File: config.mk
export PLATFORM = sky130hd
export DESIGN_NAME = fieldbus_slave_diag_framer
export DESIGN_NICKNAME = d
export VERILOG_FILES = /design/src/shared/diag_framer_pkg.sv /design/src/hdl/byte_fifo.sv /design/src/hdl/fieldbus_slave_diag_framer.sv
export SDC_FILE = /design/constraint.sdc
export NUM_CORES = 1
export LEC_CHECK = 0
export BUFFER_PORTS_ARGS = -buffer_cell sky130_fd_sc_hd__buf_2
export CAP_MARGIN = 30
export CORE_ASPECT_RATIO = 0.6
export CORE_MARGIN = 5
export CORE_UTILIZATION = 61
export CTS_BUF_LIST = sky130_fd_sc_hd__clkbuf_2
export CTS_CLUSTER_DIAMETER = 40
export DETAILED_ROUTE_END_ITERATION = 6
export MAX_ROUTING_LAYER = met4
export PLACE_DENSITY_LB_ADDON = 0.12
export SLEW_MARGIN = 20
export SYNTH_ARGS = -nofsm -noshare
export SYNTH_HDL_FRONTEND = slang
export SYNTH_HIERARCHICAL = 1
export SYNTH_SLANG_ARGS = --single-unit
File: constraint.sdc
create_clock -name mclk -period 1.7 [get_ports mclk]
set_input_delay 0.17 -clock mclk [delete_from_list [all_inputs] [get_ports mclk]]
set_output_delay 0.17 -clock mclk [all_outputs]
set_load 0.01 [all_outputs]
File: src/shared/diag_framer_pkg.sv
package diag_framer_pkg;

   // ----------------------------------------------------------------
   // Group control command codes
   // ----------------------------------------------------------------
   localparam logic [7:0] CMD_UNFREEZE = 8'h04;
   localparam logic [7:0] CMD_FREEZE = 8'h08;
   localparam logic [7:0] CMD_UNSYNC = 8'h10;
   localparam logic [7:0] CMD_SYNC = 8'h20;

   // ----------------------------------------------------------------
   // Diagnostic frame layout
   // ----------------------------------------------------------------
   localparam int FRAME_LEN = 17;
   localparam logic [4:0] IDX_STAT1 = 5'h00;
   localparam logic [4:0] IDX_STAT2 = 5'h01;
   localparam logic [4:0] IDX_STAT3 = 5'h02;
   localparam logic [4:0] IDX_MASTER = 5'h03;
   localparam logic [4:0] IDX_IDHI = 5'h04;
   localparam logic [4:0] IDX_IDLO = 5'h05;
   localparam logic [4:0] IDX_HDR = 5'h06;
   localparam logic [4:0] IDX_DEVFLAG = 5'h07;
   localparam logic [4:0] IDX_LAST = 5'h10;
   localparam logic [7:0] HDR_BYTE = 8'h42;
   localparam int DEVFLAG_BIT = 0;
   // Fixed tail bytes 8..16, index 0 is byte 8.
   localparam logic [7:0] TAIL_CONST [0:8] = '{8'h05, 8'h82, 8'h00, 8'h00, 8'h00,
                                                8'h0f, 8'h81, 8'h01, 8'h00};
   localparam logic [4:0] IDX_TAIL0 = 5'h08;

   // Station status 1 cause bits and status 2 operating state bits.
   localparam int ST1_EXT_DIAG_BIT = 3;
   localparam int ST2_PARAM_REQ_BIT = 0;
   localparam int ST2_SYNC_BIT = 5;
   localparam int ST2_FREEZE_BIT = 4;
   localparam int ST2_ALWAYS_BIT = 2;

   // ----------------------------------------------------------------
   // Reset values and depths
   // ----------------------------------------------------------------
   localparam logic [7:0] MASTER_ADDR_RST = 8'hff;
   localparam int FIFO_DEPTH = 8;

   // Command from the master side.
   typedef struct packed {
      logic [7:0] code;
      logic [7:0] groups;
   } group_cmd_t;

   // Byte of the outgoing frame.
   typedef struct packed {
      logic [7:0] data;
      logic last;
   } frame_byte_t;

endpackage

File: src/hdl/byte_fifo.sv
`timescale 1ns/100ps
module byte_fifo #(
   parameter int WIDTH = 9,
   parameter int DEPTH = 8
) (
   input wire logic mclk,
   input wire logic rstN,
   input wire logic inValid,
   output logic inReady,
   input wire logic [WIDTH-1:0] inData,
   output logic outValid,
   input wire logic outReady,
   output logic [WIDTH-1:0] outData
);
   localparam int AW = $clog2(DEPTH);

   logic [WIDTH-1:0] mem [0:DEPTH-1];
   logic [AW-1:0] wrPtr;
   logic [AW-1:0] rdPtr;
   logic [AW:0] count;
   logic [AW-1:0] next_wrPtr;
   logic [AW-1:0] next_rdPtr;
   logic [AW:0] next_count;
   logic [WIDTH-1:0] next_outData;
   logic next_outValid;
   logic push;
   logic pop;
   logic memEmpty;

   // ----------------------------------------------------------------
   // Pointer arithmetic
   // ----------------------------------------------------------------
   function automatic logic [AW-1:0] incPtr(input logic [AW-1:0] p);
      incPtr = (p == AW'(DEPTH - 1)) ? '0 : p + 1'b1;
   endfunction

   // The output register is refilled whenever it is empty or drained.
   assign memEmpty = (count == '0);
   assign inReady = (count != (AW+1)'(DEPTH));
   assign push = inValid && inReady;
   assign pop = !memEmpty && (!outValid || outReady);

   // Next pointers, fill level and output word.
   always_comb begin
      next_wrPtr = push ? incPtr(wrPtr) : wrPtr;
      next_rdPtr = pop ? incPtr(rdPtr) : rdPtr;
      next_count = count + (AW+1)'(push) - (AW+1)'(pop);
      next_outData = pop ? mem[rdPtr] : outData;
      next_outValid = pop ? 1'b1 : (outValid && !outReady);
   end

   // State registers; the storage array holds no reset.
   always_ff @(posedge mclk or negedge rstN) begin
      if (!rstN) begin
         wrPtr <= '0;
         rdPtr <= '0;
         count <= '0;
         outData <= '0;
         outValid <= 1'b0;
      end else begin
         wrPtr <= next_wrPtr;
         rdPtr <= next_rdPtr;
         count <= next_count;
         outData <= next_outData;
         outValid <= next_outValid;
      end
   end

   // Storage write.
   always_ff @(posedge mclk) begin
      if (push) begin
         mem[wrPtr] <= inData;
      end
   end
endmodule

File: src/hdl/fieldbus_slave_diag_framer.sv
`timescale 1ns/100ps
// Overview of operation
// - Sync and freeze act only when this slave belongs to an addressed group.
// - Diagnostics report protocol operating state and, when present, the cause.
// - Pending local event makes data-exchange responses high priority.
// - With no pending event, data-exchange responses are marked low priority.
// - A diagnostic request is answered whenever the builder is idle, event or not.
// - Bytes 0-2 hold station status 1-3, byte 3 the master address.
// - Bytes 4 and 5 hold the identification number, high byte first.
// - Header byte 6 is 0x42, byte 7 bit 0 flags more, bytes 8-16 fixed.
module fieldbus_slave_diag_framer
   import diag_framer_pkg::*;
#(
   parameter logic [15:0] IDENT_NUMBER = 16'h1234, // Arbitrary neutral value.
   parameter int DEPTH = FIFO_DEPTH
) (
   input wire logic mclk,
   input wire logic nrst,
   input wire logic [7:0] groupMember,
   input wire logic cmdValid,
   input wire group_cmd_t cmd,
   input wire logic [7:0] masterAddr,
   input wire logic masterAddrValid,
   input wire logic paramDone,
   input wire logic diagEvent,
   input wire logic devDiagAvail,
   input wire logic diagReq,
   output logic diagBusy,
   output logic frameValid,
   input wire logic frameReady,
   output frame_byte_t frameOut,
   input wire logic dxReq,
   output logic dxHighPrio,
   output logic syncActive,
   output logic freezeActive
);

   // ----------------------------------------------------------------
   // Reset release
   // ----------------------------------------------------------------
   logic rstMeta;
   logic rstN;

   // The reset is asserted at once but released through two stages, so
   // every flop reset by rstN leaves reset on the same edge.
   always_ff @(posedge mclk or negedge nrst) begin
      if (!nrst) begin
         rstMeta <= 1'b0;
         rstN <= 1'b0;
      end else begin
         rstMeta <= 1'b1;
         rstN <= rstMeta;
      end
   end

   // ----------------------------------------------------------------
   // Group control state
   // ----------------------------------------------------------------
   logic next_syncActive;
   logic next_freezeActive;
   logic addressed;

   // A command counts only if one of its groups holds this slave.
   assign addressed = cmdValid && ((cmd.groups & groupMember) != 8'h00);

   // Decode the four group commands; other codes leave the state alone.
   always_comb begin
      next_syncActive = syncActive;
      next_freezeActive = freezeActive;
      if (addressed) begin
         case (cmd.code)
            CMD_SYNC: next_syncActive = 1'b1;
            CMD_UNSYNC: next_syncActive = 1'b0;
            CMD_FREEZE: next_freezeActive = 1'b1;
            CMD_UNFREEZE: next_freezeActive = 1'b0;
            default: begin
               next_syncActive = syncActive;
               next_freezeActive = freezeActive;
            end
         endcase
      end
   end

   always_ff @(posedge mclk or negedge rstN) begin
      if (!rstN) begin
         syncActive <= 1'b0;
         freezeActive <= 1'b0;
      end else begin
         syncActive <= next_syncActive;
         freezeActive <= next_freezeActive;
      end
   end

   // ----------------------------------------------------------------
   // Master address, parameter state and pending event
   // ----------------------------------------------------------------
   logic [7:0] masterReg;
   logic [7:0] next_masterReg;
   logic paramOk;
   logic next_paramOk;
   logic eventPending;
   logic next_eventPending;
   logic frameTaken;
   logic snapTaken;
   logic eventSinceSnap;
   logic next_eventSinceSnap;

   // The master has read a frame once it takes the byte flagged last.
   assign frameTaken = frameValid && frameReady && frameOut.last;

   // The pending event clears only after the master has read the frame,
   // and not if an event came after the status snapshot: that event is
   // not in the frame, so it must keep the priority high. A new event
   // wins over the clear in the same cycle.
   always_comb begin
      next_masterReg = masterAddrValid ? masterAddr : masterReg;
      next_paramOk = paramOk || paramDone;
      next_eventPending = eventPending;
      next_eventSinceSnap = eventSinceSnap;
      if (snapTaken) begin
         next_eventSinceSnap = 1'b0;
      end
      if (frameTaken && !eventSinceSnap) begin
         next_eventPending = 1'b0;
      end
      if (diagEvent) begin
         next_eventPending = 1'b1;
         next_eventSinceSnap = 1'b1;
      end
   end

   always_ff @(posedge mclk or negedge rstN) begin
      if (!rstN) begin
         masterReg <= MASTER_ADDR_RST;
         paramOk <= 1'b0;
         eventPending <= 1'b0;
         eventSinceSnap <= 1'b0;
      end else begin
         masterReg <= next_masterReg;
         paramOk <= next_paramOk;
         eventPending <= next_eventPending;
         eventSinceSnap <= next_eventSinceSnap;
      end
   end

   // ----------------------------------------------------------------
   // Response priority
   // ----------------------------------------------------------------
   logic next_dxHighPrio;

   // The priority is sampled once per data-exchange request and held
   // until the next one, so one response frame carries one flag.
   always_comb begin
      next_dxHighPrio = dxHighPrio;
      if (dxReq) begin
         next_dxHighPrio = eventPending;
      end
   end

   always_ff @(posedge mclk or negedge rstN) begin
      if (!rstN) begin
         dxHighPrio <= 1'b0;
      end else begin
         dxHighPrio <= next_dxHighPrio;
      end
   end

   // ----------------------------------------------------------------
   // Diagnostic frame builder
   // ----------------------------------------------------------------
   typedef enum logic [1:0] {
      IDLE = 2'b01,
      SEND = 2'b10
   } build_state_t;

   build_state_t state;
   build_state_t next_state;
   logic [4:0] idx;
   logic [4:0] next_idx;
   logic [7:0] snapSt1;
   logic [7:0] next_snapSt1;
   logic [7:0] snapSt2;
   logic [7:0] next_snapSt2;
   logic snapDev;
   logic next_snapDev;
   logic [7:0] curByte;
   logic fifoInReady;
   logic pushByte;

   // Status bytes are captured when the request is taken so a frame is
   // self-consistent even if an event lands mid-frame.
   function automatic logic [7:0] stat1(input logic ev);
      stat1 = 8'h00;
      stat1[ST1_EXT_DIAG_BIT] = ev;
   endfunction

   function automatic logic [7:0] stat2(input logic pOk, input logic sy,
                                        input logic fr);
      stat2 = 8'h00;
      stat2[ST2_PARAM_REQ_BIT] = !pOk;
      stat2[ST2_ALWAYS_BIT] = 1'b1;
      stat2[ST2_SYNC_BIT] = sy;
      stat2[ST2_FREEZE_BIT] = fr;
   endfunction

   // Byte selection for the frame index.
   always_comb begin
      case (idx)
         IDX_STAT1: curByte = snapSt1;
         IDX_STAT2: curByte = snapSt2;
         IDX_STAT3: curByte = 8'h00;
         IDX_MASTER: curByte = masterReg;
         IDX_IDHI: curByte = IDENT_NUMBER[15:8];
         IDX_IDLO: curByte = IDENT_NUMBER[7:0];
         IDX_HDR: curByte = HDR_BYTE;
         IDX_DEVFLAG: curByte = {7'h00, snapDev};
         default: begin
            if (idx >= IDX_TAIL0 && idx <= IDX_LAST) begin
               curByte = TAIL_CONST[4'(idx - IDX_TAIL0)];
            end else begin
               curByte = 8'h00;
            end
         end
      endcase
   end

   // Bytes advance only while the FIFO accepts them, so a stalled sink
   // throttles the builder instead of losing bytes.
   assign pushByte = (state == SEND) && fifoInReady;
   assign snapTaken = (state == IDLE) && diagReq;
   assign diagBusy = (state == SEND);

   // Request acceptance and index sequencing.
   always_comb begin
      next_state = state;
      next_idx = idx;
      next_snapSt1 = snapSt1;
      next_snapSt2 = snapSt2;
      next_snapDev = snapDev;
      case (state)
         IDLE: begin
            if (diagReq) begin
               next_state = SEND;
               next_idx = IDX_STAT1;
               next_snapSt1 = stat1(eventPending);
               next_snapSt2 = stat2(paramOk, syncActive, freezeActive);
               next_snapDev = devDiagAvail;
            end
         end
         SEND: begin
            if (pushByte) begin
               if (idx == IDX_LAST) begin
                  next_state = IDLE;
               end else begin
                  next_idx = idx + 5'h01;
               end
            end
         end
         default: begin
            next_state = IDLE;
            next_idx = IDX_STAT1;
         end
      endcase
   end

   always_ff @(posedge mclk or negedge rstN) begin
      if (!rstN) begin
         state <= IDLE;
         idx <= IDX_STAT1;
         snapSt1 <= 8'h00;
         snapSt2 <= 8'h00;
         snapDev <= 1'b0;
      end else begin
         state <= next_state;
         idx <= next_idx;
         snapSt1 <= next_snapSt1;
         snapSt2 <= next_snapSt2;
         snapDev <= next_snapDev;
      end
   end

   // ----------------------------------------------------------------
   // Output buffer
   // ----------------------------------------------------------------
   frame_byte_t pushWord;
   logic [8:0] popWord;

   assign pushWord.data = curByte;
   assign pushWord.last = (idx == IDX_LAST);
   assign frameOut = frame_byte_t'(popWord);

   byte_fifo #(
      .WIDTH(9),
      .DEPTH(DEPTH)
   ) outFifo (
      .mclk(mclk),
      .rstN(rstN),
      .inValid(state == SEND),
      .inReady(fifoInReady),
      .inData(pushWord),
      .outValid(frameValid),
      .outReady(frameReady),
      .outData(popWord)
   );

endmodule

==> results of run 1 <==
-- power groups by stage --
stage          Combinational (uW)  Clock [uW]  Sequential, uW
2_1_floorplan                2230           0            4070
3_3_place_gp                 3350           0            4040
3_5_place_dp                 3470           0            4070
4_1_cts                      3950        1830            4040
5_1_grt                      4710        2000            4140
6_report                     4440        1810            4090
-- final cells by class --
type,instances,area (um2),area share
clock buffer,17,85.1,0.0116
tap,112,140,0.0191
sequential,121,3400,0.463
timing repair buffer,155,1280,0.175
inverter,12,57.6,0.00784
clock inverter,15,151,0.0206
multi-input combinational,219,2220,0.303
-- kinds of logic (layout without fill, tap and decap cells) --
kind of cell | count (synthesis) | count (layout) | share of synthesized area
flip-flops | 121 | 121 | 0.631
buffers and inverters | 29 | 199 | 0.0311
multiplexers | 57 | 57 | 0.115
other | 1 | 1 | 0.000696
XOR/XNOR | 2 | 2 | 0.00325
adder cells (fa/ha/maj) | 16 | 16 | 0.0385
AND/OR/NAND/NOR | 67 | 67 | 0.0775
AO/OA/AOI/OAI | 76 | 76 | 0.103
-- worst reg2reg max path: cells and delay by family, from the launching register on --
| kind | cells | cell delay [ns] |
|---|---|---|
| flops | 1 | 0.42 |
| simple gates | 2 | 0.38 |
| buf+inv | 5 | 0.30 |
| fa+ha+maj | 4 | 1.05 |
-- routing by layer --
layer	share of wire	track usage	vias to the layer above
met5	0	-	-
met4	0.023	0.0812	0
met3	0.084	0.0930	37
met2	0.47	0.404	203
met1	0.42	0.366	1980
li1	-	-	1719
-- flip-flops by register name, summed over array words and instances (netlist names), 3 cells and up --
name	cells
outFifo/mem	72
idx	5
outFifo/outData	9
outFifo/count	4
outFifo/rdPtr	3
outFifo/wrPtr	3
snapSt2	4
masterReg	8
-- layout by cell type, fill, tap and decap left out, drive strengths merged, types with 2 or more instances in the layout --
master and count:
and2 3, nand2 9, a21oi 6, o31ai 11, nand4b 5, nand3b 4, bufinv 2, o21ai 19
buf 124, o22ai 10, nor2 13, dfrtp 40, a22oi 6, a21o 5, a22o 11, nand2b 7
nor3 7, nand3 5, dfstp 9, a211oi 4, clkinvlp 5, ha 15, nor2b 4, clkinv 7
dlygate4sd3 30, inv 13, or2 2, mux2i 18, edfxtp 72, mux2 39, clkbuf 18
-- path summary, 6_finish.rpt --
path / startpoint / end / cells past startpoint
max: outFifo/count[2] / outFifo/count[1] / 11
min: diagEvent / eventPending / 3
max reg2reg: outFifo/count[2] / outFifo/count[1] / 11
min reg2reg: rstN / dxHighPrio / 1
max in group asynchronous: rstN / state[0] / 1
min in group asynchronous: rstN / dxHighPrio / 1
-- Yosys cell counts, types with 2 or more instances --
cell	count	area [um2]
buf_4	2	15.0
inv_1	11	41.3
nand2_1	8	30.0
dfrtp_1	40	1000
nand4b_1	5	43.8
a21o_1	5	37.5
ha_1	15	188
o21ai_0	19	95.1
dfstp_2	9	236
nor2_1	12	45.0
o31ai_1	2	15.0
o31ai_2	9	113
edfxtp_1	72	2160
buf_2	3	15.0
and2_0	2	12.5
nand2b_1	6	37.5
o22ai_1	10	62.6
a22o_1	11	96.3
nand3_1	5	25.0
buf_1	2	7.51
clkbuf_1	4	15.0
nand3b_1	3	22.5
mux2i_1	18	180
mux2_2	36	405
nor2b_1	4	25.0
buf_6	4	45.0
mux2_1	3	33.8
nor3_1	7	35.0
a21oi_1	6	30.0
a22oi_1	6	45.0
a211oi_1	4	30.0
-- stage by stage --
stage	total power, uW	worst slack (ns)	hold slack, ns	TNS (ns)
floorplan	6300	-0.449	-0.126	-4.40
global placement	7390	-0.383	-0.0453	-11.20
detailed placement	7550	-0.447	-0.0411	-18.51
CTS	9820	-0.420	0.166	-16.73
global route	10900	-0.561	0.156	-31.36
finish	10300	-0.502	0.194	-25.41
-- repair_timing --
action / in CTS / in global routing
gates cloned: 3 / 0
resized for setup: 63 / 40
hold buffers: 30 / 0
setup buffers: 7 / 12
endpoints found under the hold margin: 24 / 0
pin swaps: 17 / 17
endpoints found under the setup margin: 140 / 136
==> impl_metrics.toml, run 1 <==
[critical_path]
startpoint_type = "flip-flop"
cp-end-kind = "flip-flop"
path_class = "reg -> reg"
critPathArrivalTime_ns = 2.83
slowest_delay_ns = 0.51
crit_path_frequent_cell = "inv_2"
r2r_setup_slack_ns = -0.50
crit_path_top_delay_cell = "fa_2"
cp.required_ns = 2.33
crit_buf_inv = 5
crit_path_max_fanout = 3
path_delay_family = "adder cells"
worstPathCellList = "inv_2 > ha_2 > nor3b_4 > or2_4 > clkinv_4 > ha_4 > inv_2 > ha_4 > inv_2 > fa_2 > inv_1"

[clock_network]
cts_sinks = 121
cts_tree = "done"
cts_max_path_buffers = 2
htreeDepth = 4
ctsRootBufferMaster = "clkbuf_2"
cts-buffers-inserted = 17
clk_pin_slew_ns = 0.19
clock_latency_ns = 0.71

[floorplanning]
initial_utilization = 0.630
coreArea_um2 = 8560
die_y_um = 82.8
die_area_um2 = 10900
die_w_um = 131
rows = 26
io_pins = 56

[pwr]
clkPwrFrac = 0.175
ir_drop_mv = 0.978
leakagePower_uw = 0.00292
p_sw_frac = 0.366
p_seq_frac = 0.396
powerDensity_nw_per_um2 = 1410
power.switching_uw = 3790
pwr-share-comb = 0.429
p_int_uw = 6550

[place]
place_hpwl_mm = 8.35
place_area_um2 = 6250
port_buffers = 55
gp_congestion = 0.868
dpl.cell_count = 573

[route]
routed_wirelength_mm = 14.6
vias = 3939
first_pass_iters = 5
drc = 0
postRouteAntennaNets = 0
wl_per_cell_um = 22.4
via_per_inst = 6.05
drtIter0Drc = 449

[final_layout]
final_nets = 584
nFillCells = 378
num_antenna_cells = 0
syn_to_final_growth_pct = 36.3
layout-drive-gt1-share = 0.514
layout.cells.non_filler = 651
stdcell_area_um2 = 7340
fin_util = 0.858

[timing]
grt_setup_unrepaired = "true"
slew_viol_final = 0
min_period_over_period = 1.30
max_freq_ghz = 0.454
skew_ns = 0.0254
worst_slack_ns = -0.502
finalSetupViolCount = 103
slew_headroom = 0.612
period_minus_slack_ns = 2.20
hold_viol = 0
tightest_slew_ns = 0.582

[grt]
overflow = 0
antenna_found_initial = 0
grt_pass1_vias = 4055
grt_pass1_wl_mm = 22.2
grt_max_degree = 48
grt_use_total = 0.274

[status]
violations = "setup timing"
outcome = "complete, but fails checks"

[logic_synthesis]
synthArstFlopShare = 0.405
syn_inst = 369
ys_ff_latch = 121
avgSynthCellArea_um2 = 14.6
synth-edff-count = 72
yosysUniqueCellTypes = 57
synth_area_um2 = 5390
syn-num-nets = 427
synth_ff_type = "edfxtp_1"
yosysSeqAreaShare = 0.631
yosys_warnings = 6

[worst_hold_path]
hp-class = "in -> reg"

[job]
drv_cap = 0
Power figures use the tool's default switching activity.
==> run 2: changes to the inputs <==
- CELL_PAD_IN_SITES_DETAIL_PLACEMENT: not set -> 2
- CELL_PAD_IN_SITES_GLOBAL_PLACEMENT: not set -> 2
- CORE_UTILIZATION: 61 -> 43
==> impl_metrics.toml, run 2 (synthesized netlist as in run 1, its figures left out) <==
[pwr]
p_sw_frac = 0.469
leakagePower_uw = 0.00304
power.switching_uw = 6520
p_int_uw = 7380
powerDensity_nw_per_um2 = 1790
pwr-share-comb = 0.469
p_seq_frac = 0.316
ir_drop_mv = 1.17
clkPwrFrac = 0.215

[timing]
period_minus_slack_ns = 2.77
slew_headroom = 0.503
tightest_slew_ns = 0.743
setup_tns_ns = -67.48
max_freq_ghz = 0.362
hold_viol = 0
finalSetupViolCount = 188
slew_viol_final = 0
grt_setup_unrepaired = "true"
worst_slack_ns = -1.07
min_period_over_period = 1.63
skew_ns = 0.0853

[place]
gp_congestion = 0.816
place_hpwl_mm = 11.6
port_buffers = 55
place_ws_ns = -0.587

[route]
via_per_inst = 7.70
drc = 25
drtIter0Drc = 1092
first_pass_iters = 7
routed_wirelength_mm = 39.4
wl_per_cell_um = 53.9
vias = 5621
postRouteAntennaNets = 0

[critical_path]
crit_path_frequent_cell = "ha_4"
cp.required_ns = 2.47
crit_path_max_fanout = 2
reg2regPathDepth = 11
slowest_delay_ns = 0.50
startpoint_type = "flip-flop"
crit_path_top_delay_cell = "dfrtp_1"
r2r-end = "outFifo/count[2]"
r2r_setup_slack_ns = -1.07
cp-end-kind = "flip-flop"
crit_buf_inv = 4
reg2reg_from = "outFifo/count[3]"
path_delay_family = "adder cells"
critPathArrivalTime_ns = 3.54
worstPathCellList = "inv_1 > ha_4 > nor3b_4 > or2_4 > inv_6 > ha_4 > inv_4 > ha_4 > inv_2 > fa_2 > xnor2_1"
path_class = "reg -> reg"

[floorplanning]
initial_utilization = 0.442
die_y_um = 96.7
io_pins = 56
die_w_um = 155
die_area_um2 = 14900
coreArea_um2 = 12200
rows = 31

[final_layout]
largest_register_ffs = 72
mostFrequentLayoutCells = "edfxtp_1 (72), buf_2 (54), buf_4 (39)"
layout-drive-gt1-share = 0.538
multi_input_area_um2 = 2310
layout_commonest_cell = "edfxtp_1"
seq_area_um2 = 3400
top_regs = "outFifo/mem (72), outFifo/outData (9), masterReg (8)"
syn_to_final_growth_pct = 43.9
regMostFlops = "outFifo/mem"
final_nets = 591
nFillCells = 1042

[status]
violations = "DRC, setup timing"
outcome = "complete, but fails checks"

[clock_network]
ctsRootBufferMaster = "clkbuf_2"
cts_tree = "done"
clk_pin_slew_ns = 0.33
htreeDepth = 4
clock_latency_ns = 0.86
cts_sinks = 121
cts-buffers-inserted = 17
cts_max_path_buffers = 2

[grt]
grtUsageMet1 = 0.387
antenna_found_initial = 1
grt_max_degree = 48
grt_pass1_vias = 4746
grt_pass1_wl_mm = 33.3
grt-busiest-layer = "met2"
grt_use_total = 0.319
overflow = 0
grt_use_met3 = 0.0763
met2_usage = 0.519

[worst_hold_path]
hp-class = "in -> reg"
holdPathStages = 3
min-delay-start = "dxReq"
hold_end = "dxHighPrio"

[job]
drv_cap = 0
## run 2: changes by cell type in the layout (fill, tap and decap cells not counted), sizes merged
cell,delta
clkinvlp,-3
dlygate4sd3,+1
inv,-2
bufinv,+4
buf,+7
diode,+19
## run 2: layout make-up
class,instances,area share
Clock buffer,18,0.0116
Timing Repair Buffer,162,0.181
Antenna cell,19,0.00613
Inverter,12,0.00823
Tap cell,165,0.0266
Sequential cell,121,0.439
Multi-Input combinational cell,219,0.298
Clock inverter,14,0.0294
## run 2: layer usage
| layer | share of wire | wire length, um | vias to the layer above |
|---|---|---|---|
| li1 | - | - | 1758 |
| met1 | 0.32 | 12500 | 2664 |
| met2 | 0.40 | 15600 | 812 |
| met3 | 0.16 | 6210 | 387 |
| met4 | 0.13 | 5120 | 0 |
| met5 | 0 | 0 | - |
## run 2: how the worst max path moves through the flow
stage                     start          endpoint  slack (ns)  cells after the start
2_1_floorplan  outFifo/count[2]  outFifo/count[1]       -0.45                     12
3_3_place_gp   outFifo/count[3]  outFifo/count[1]       -0.39                     11
3_5_place_dp   outFifo/count[2]  outFifo/count[1]       -0.59                     11
4_1_cts        outFifo/count[2]  outFifo/count[1]       -0.52                     11
5_1_grt                state[0]        snapSt2[0]       -1.07                      5
6_report       outFifo/count[3]  outFifo/count[2]       -1.07                     11
## run 2: worst register-to-register path: stages, from the launching register on
cell     delay (ns)
dfrtp_1        0.50
inv_1          0.19
ha_4           0.19
nor3b_4        0.26
or2_4          0.23
inv_6          0.05
ha_4           0.26
inv_4          0.09
ha_4           0.16
inv_2          0.06
fa_2           0.38
xnor2_1        0.32
## run 2: per-stage QoR
stage | power (uW) | std cells | area, um2 | util | hold slack [ns]
3_3_place_gp | 7470 | 626 | 6330 | 0.520 | -0.0463
2_1_floorplan | 6300 | 369 | 5480 | - | -0.126
5_1_grt | 13600 | 724 | 7740 | 0.636 | 0.156
3_5_place_dp | 7850 | 626 | 6330 | 0.520 | -0.0417
4_1_cts | 11000 | 702 | 7460 | 0.613 | 0.138
6_report | 13900 | 730 | 7760 | 0.637 | 0.113
## run 2: power by group through the flow
stage	Clock, uW	Sequential (uW)	Combinational [uW]
after floorplan	0	4070	2230
after global placement	0	4030	3440
after detailed placement	0	4090	3760
after CTS	2460	4070	4460
after global routing	2980	4340	6310
final	2990	4400	6510
## run 2: repair_timing
item	CTS	global route
setup endpoints to repair	163	173
hold buffers	30	2
pin swaps	18	15
hold endpoints to repair	20	1
resized for setup	84	48
buffers inserted	15	9
cloned	2	0
==> run 3: changes to the inputs <==
- CORE_UTILIZATION: 43 -> 42
- CTS_BUF_LIST: sky130_fd_sc_hd__clkbuf_2 -> not set
==> impl_metrics.toml, run 3 (synthesized netlist as in run 1, its figures left out) <==
[status]
outcome = "complete, but fails checks"
violations = "hold timing, setup timing"

[route]
postRouteAntennaNets = 0
first_pass_iters = 7
vias = 4201
drtIter0Drc = 311
routed_wirelength_mm = 24.6
wl_per_cell_um = 34.9
drc = 0
via_per_inst = 5.97

[timing]
max_freq_ghz = 0.410
tightest_slew_ns = 0.597
skew_ns = 0.0135
finalSetupViolCount = 153
min_period_over_period = 1.43
worst_slack_ns = -0.736
hold_viol = 1
period_minus_slack_ns = 2.44
whs_ns = -0.00859
slew_viol_final = 0
grt_setup_unrepaired = "true"
slew_headroom = 0.602

[grt]
overflow = 0
grt_pass1_vias = 4475
met2_usage = 0.499
grtUsageMet1 = 0.368
grt-busiest-layer = "met2"
grt_max_degree = 48
antenna_found_initial = 1
grt_use_total = 0.303
grt_pass1_wl_mm = 32.0
grt_use_met3 = 0.0784

[worst_hold_path]
hp-class = "in -> reg"

[final_layout]
top_regs = "outFifo/mem (72), outFifo/outData (9), masterReg (8)"
mostFrequentLayoutCells = "edfxtp_1 (72), buf_2 (55), buf_4 (53)"
largest_register_ffs = 72
layout_commonest_cell = "edfxtp_1"
final_nets = 578
layout-drive-gt1-share = 0.546
syn_to_final_growth_pct = 43.9
regMostFlops = "outFifo/mem"
multi_input_area_um2 = 2280
nFillCells = 1069
seq_area_um2 = 3400

[critical_path]
critPathArrivalTime_ns = 2.75
path_class = "reg -> reg"
crit_path_frequent_cell = "ha_4"
worstPathCellList = "inv_2 > ha_4 > nor3b_4 > or2_4 > inv_6 > ha_4 > inv_4 > ha_4 > a21o_1 > a21oi_2 > xor2_1"
startpoint_type = "flip-flop"
crit_path_max_fanout = 2
crit_buf_inv = 3
crit_path_top_delay_cell = "dfrtp_2"
path_delay_family = "adder cells"
cp-end-kind = "flip-flop"
slowest_delay_ns = 0.46
cp.required_ns = 2.01

[pwr]
powerDensity_nw_per_um2 = 1700
ir_drop_mv = 0.915
clkPwrFrac = 0.282
p_sw_frac = 0.380
leakagePower_uw = 0.00308
finalPower_uw = 13200
power.switching_uw = 5020
p_seq_frac = 0.319
p_int_uw = 8180
pwr-share-comb = 0.400

[clock_network]
cts_sinks = 121
cts-buffers-inserted = 17
clk_pin_slew_ns = 0.07
ctsRootBufferMaster = "clkbuf_16"
htreeDepth = 4
clock_latency_ns = 0.44
cts_tree = "done"
cts_max_path_buffers = 2

[floorplanning]
die_area_um2 = 15300
die_y_um = 97.7
rows = 32
io_pins = 56
die_w_um = 156
initial_utilization = 0.425
coreArea_um2 = 12700

[place]
place_hpwl_mm = 11.3
place_ws_ns = -0.579
port_buffers = 55
gp_congestion = 0.804

[job]
drv_cap = 0
## run 3: cell count changes in the layout (fill, tap and decap cells not counted), moves of 4 or more
cell / change
buf_6: -10
clkbuf_16: +18
bufinv_16: -4
buf_4: +14
o21ai_2: +4
clkbuf_2: -18
diode_2: -18
dlygate4sd3_1: -19
## run 3: timing repair
| action | 4_1_cts | 5_1_grt |
|---|---|---|
| hold endpoints to repair | 12 | 2 |
| pin swaps | 28 | 24 |
| gates resized for setup | 84 | 38 |
| setup endpoints to repair | 170 | 163 |
| buffers inserted | 19 | 17 |
| hold buffers | 10 | 2 |
| gates cloned | 1 | 1 |
## run 3: through the flow
step | util | hold slack, ns | area, um2 | instances | TNS (ns)
2_1_floorplan | - | -0.126 | 5480 | 369 | -4.40
3_3_place_gp | 0.499 | -0.0461 | 6330 | 630 | -15.91
3_5_place_dp | 0.499 | -0.0418 | 6330 | 630 | -33.06
4_1_cts | 0.590 | 0.000508 | 7490 | 688 | -17.72
5_1_grt | 0.611 | -0.0159 | 7750 | 704 | -40.94
6_report | 0.611 | -0.00859 | 7750 | 704 | -33.45
## run 3: worst reg2reg max path: stages, from the launching register on
cell and delay (ns):
dfrtp_2 0.46, inv_2 0.09, ha_4 0.13, nor3b_4 0.21, or2_4 0.18, inv_6 0.04
ha_4 0.27, inv_4 0.04, ha_4 0.16, a21o_1 0.21, a21oi_2 0.20, xor2_1 0.31
## run 3: final cells by class
type / instances / area share
Sequential cell: 121 / 0.439
Multi-Input combinational cell: 219 / 0.294
Timing Repair Buffer: 149 / 0.159
Clock buffer: 18 / 0.0553
Tap cell: 170 / 0.0274
Clock inverter: 14 / 0.0171
Inverter: 12 / 0.00775
Antenna cell: 1 / 0.000323
## run 3: final timing paths
kind,startpoint,to,depth (start not counted),slack [ns]
setup / recovery,outFifo/count[3],outFifo/count[3],11,-0.74
setup reg to reg,outFifo/count[3],outFifo/count[3],11,-0.74
max in group asynchronous,rstN,masterReg[5],1,1.14
min in group asynchronous,nrst,rstMeta,2,0.05
hold / removal,masterAddr[3],masterReg[3],2,-0.009
hold reg to reg,rstN,idx[3],1,0.25
## run 3: per-layer routing
layer | part of all wire | wire length [um]
met4 | 0.035 | 851
met5 | 0 | 0
met2 | 0.49 | 12100
met3 | 0.066 | 1610
met1 | 0.41 | 9980
## run 3: power by group through the flow
stage	logic, uW	registers (uW)	clock network [uW]
2_1_floorplan	2230	4070	0
4_1_cts	4470	4110	3570
6_report	5280	4210	3720
3_5_place_dp	3690	4090	0
3_3_place_gp	3400	4040	0
5_1_grt	5430	4240	3870
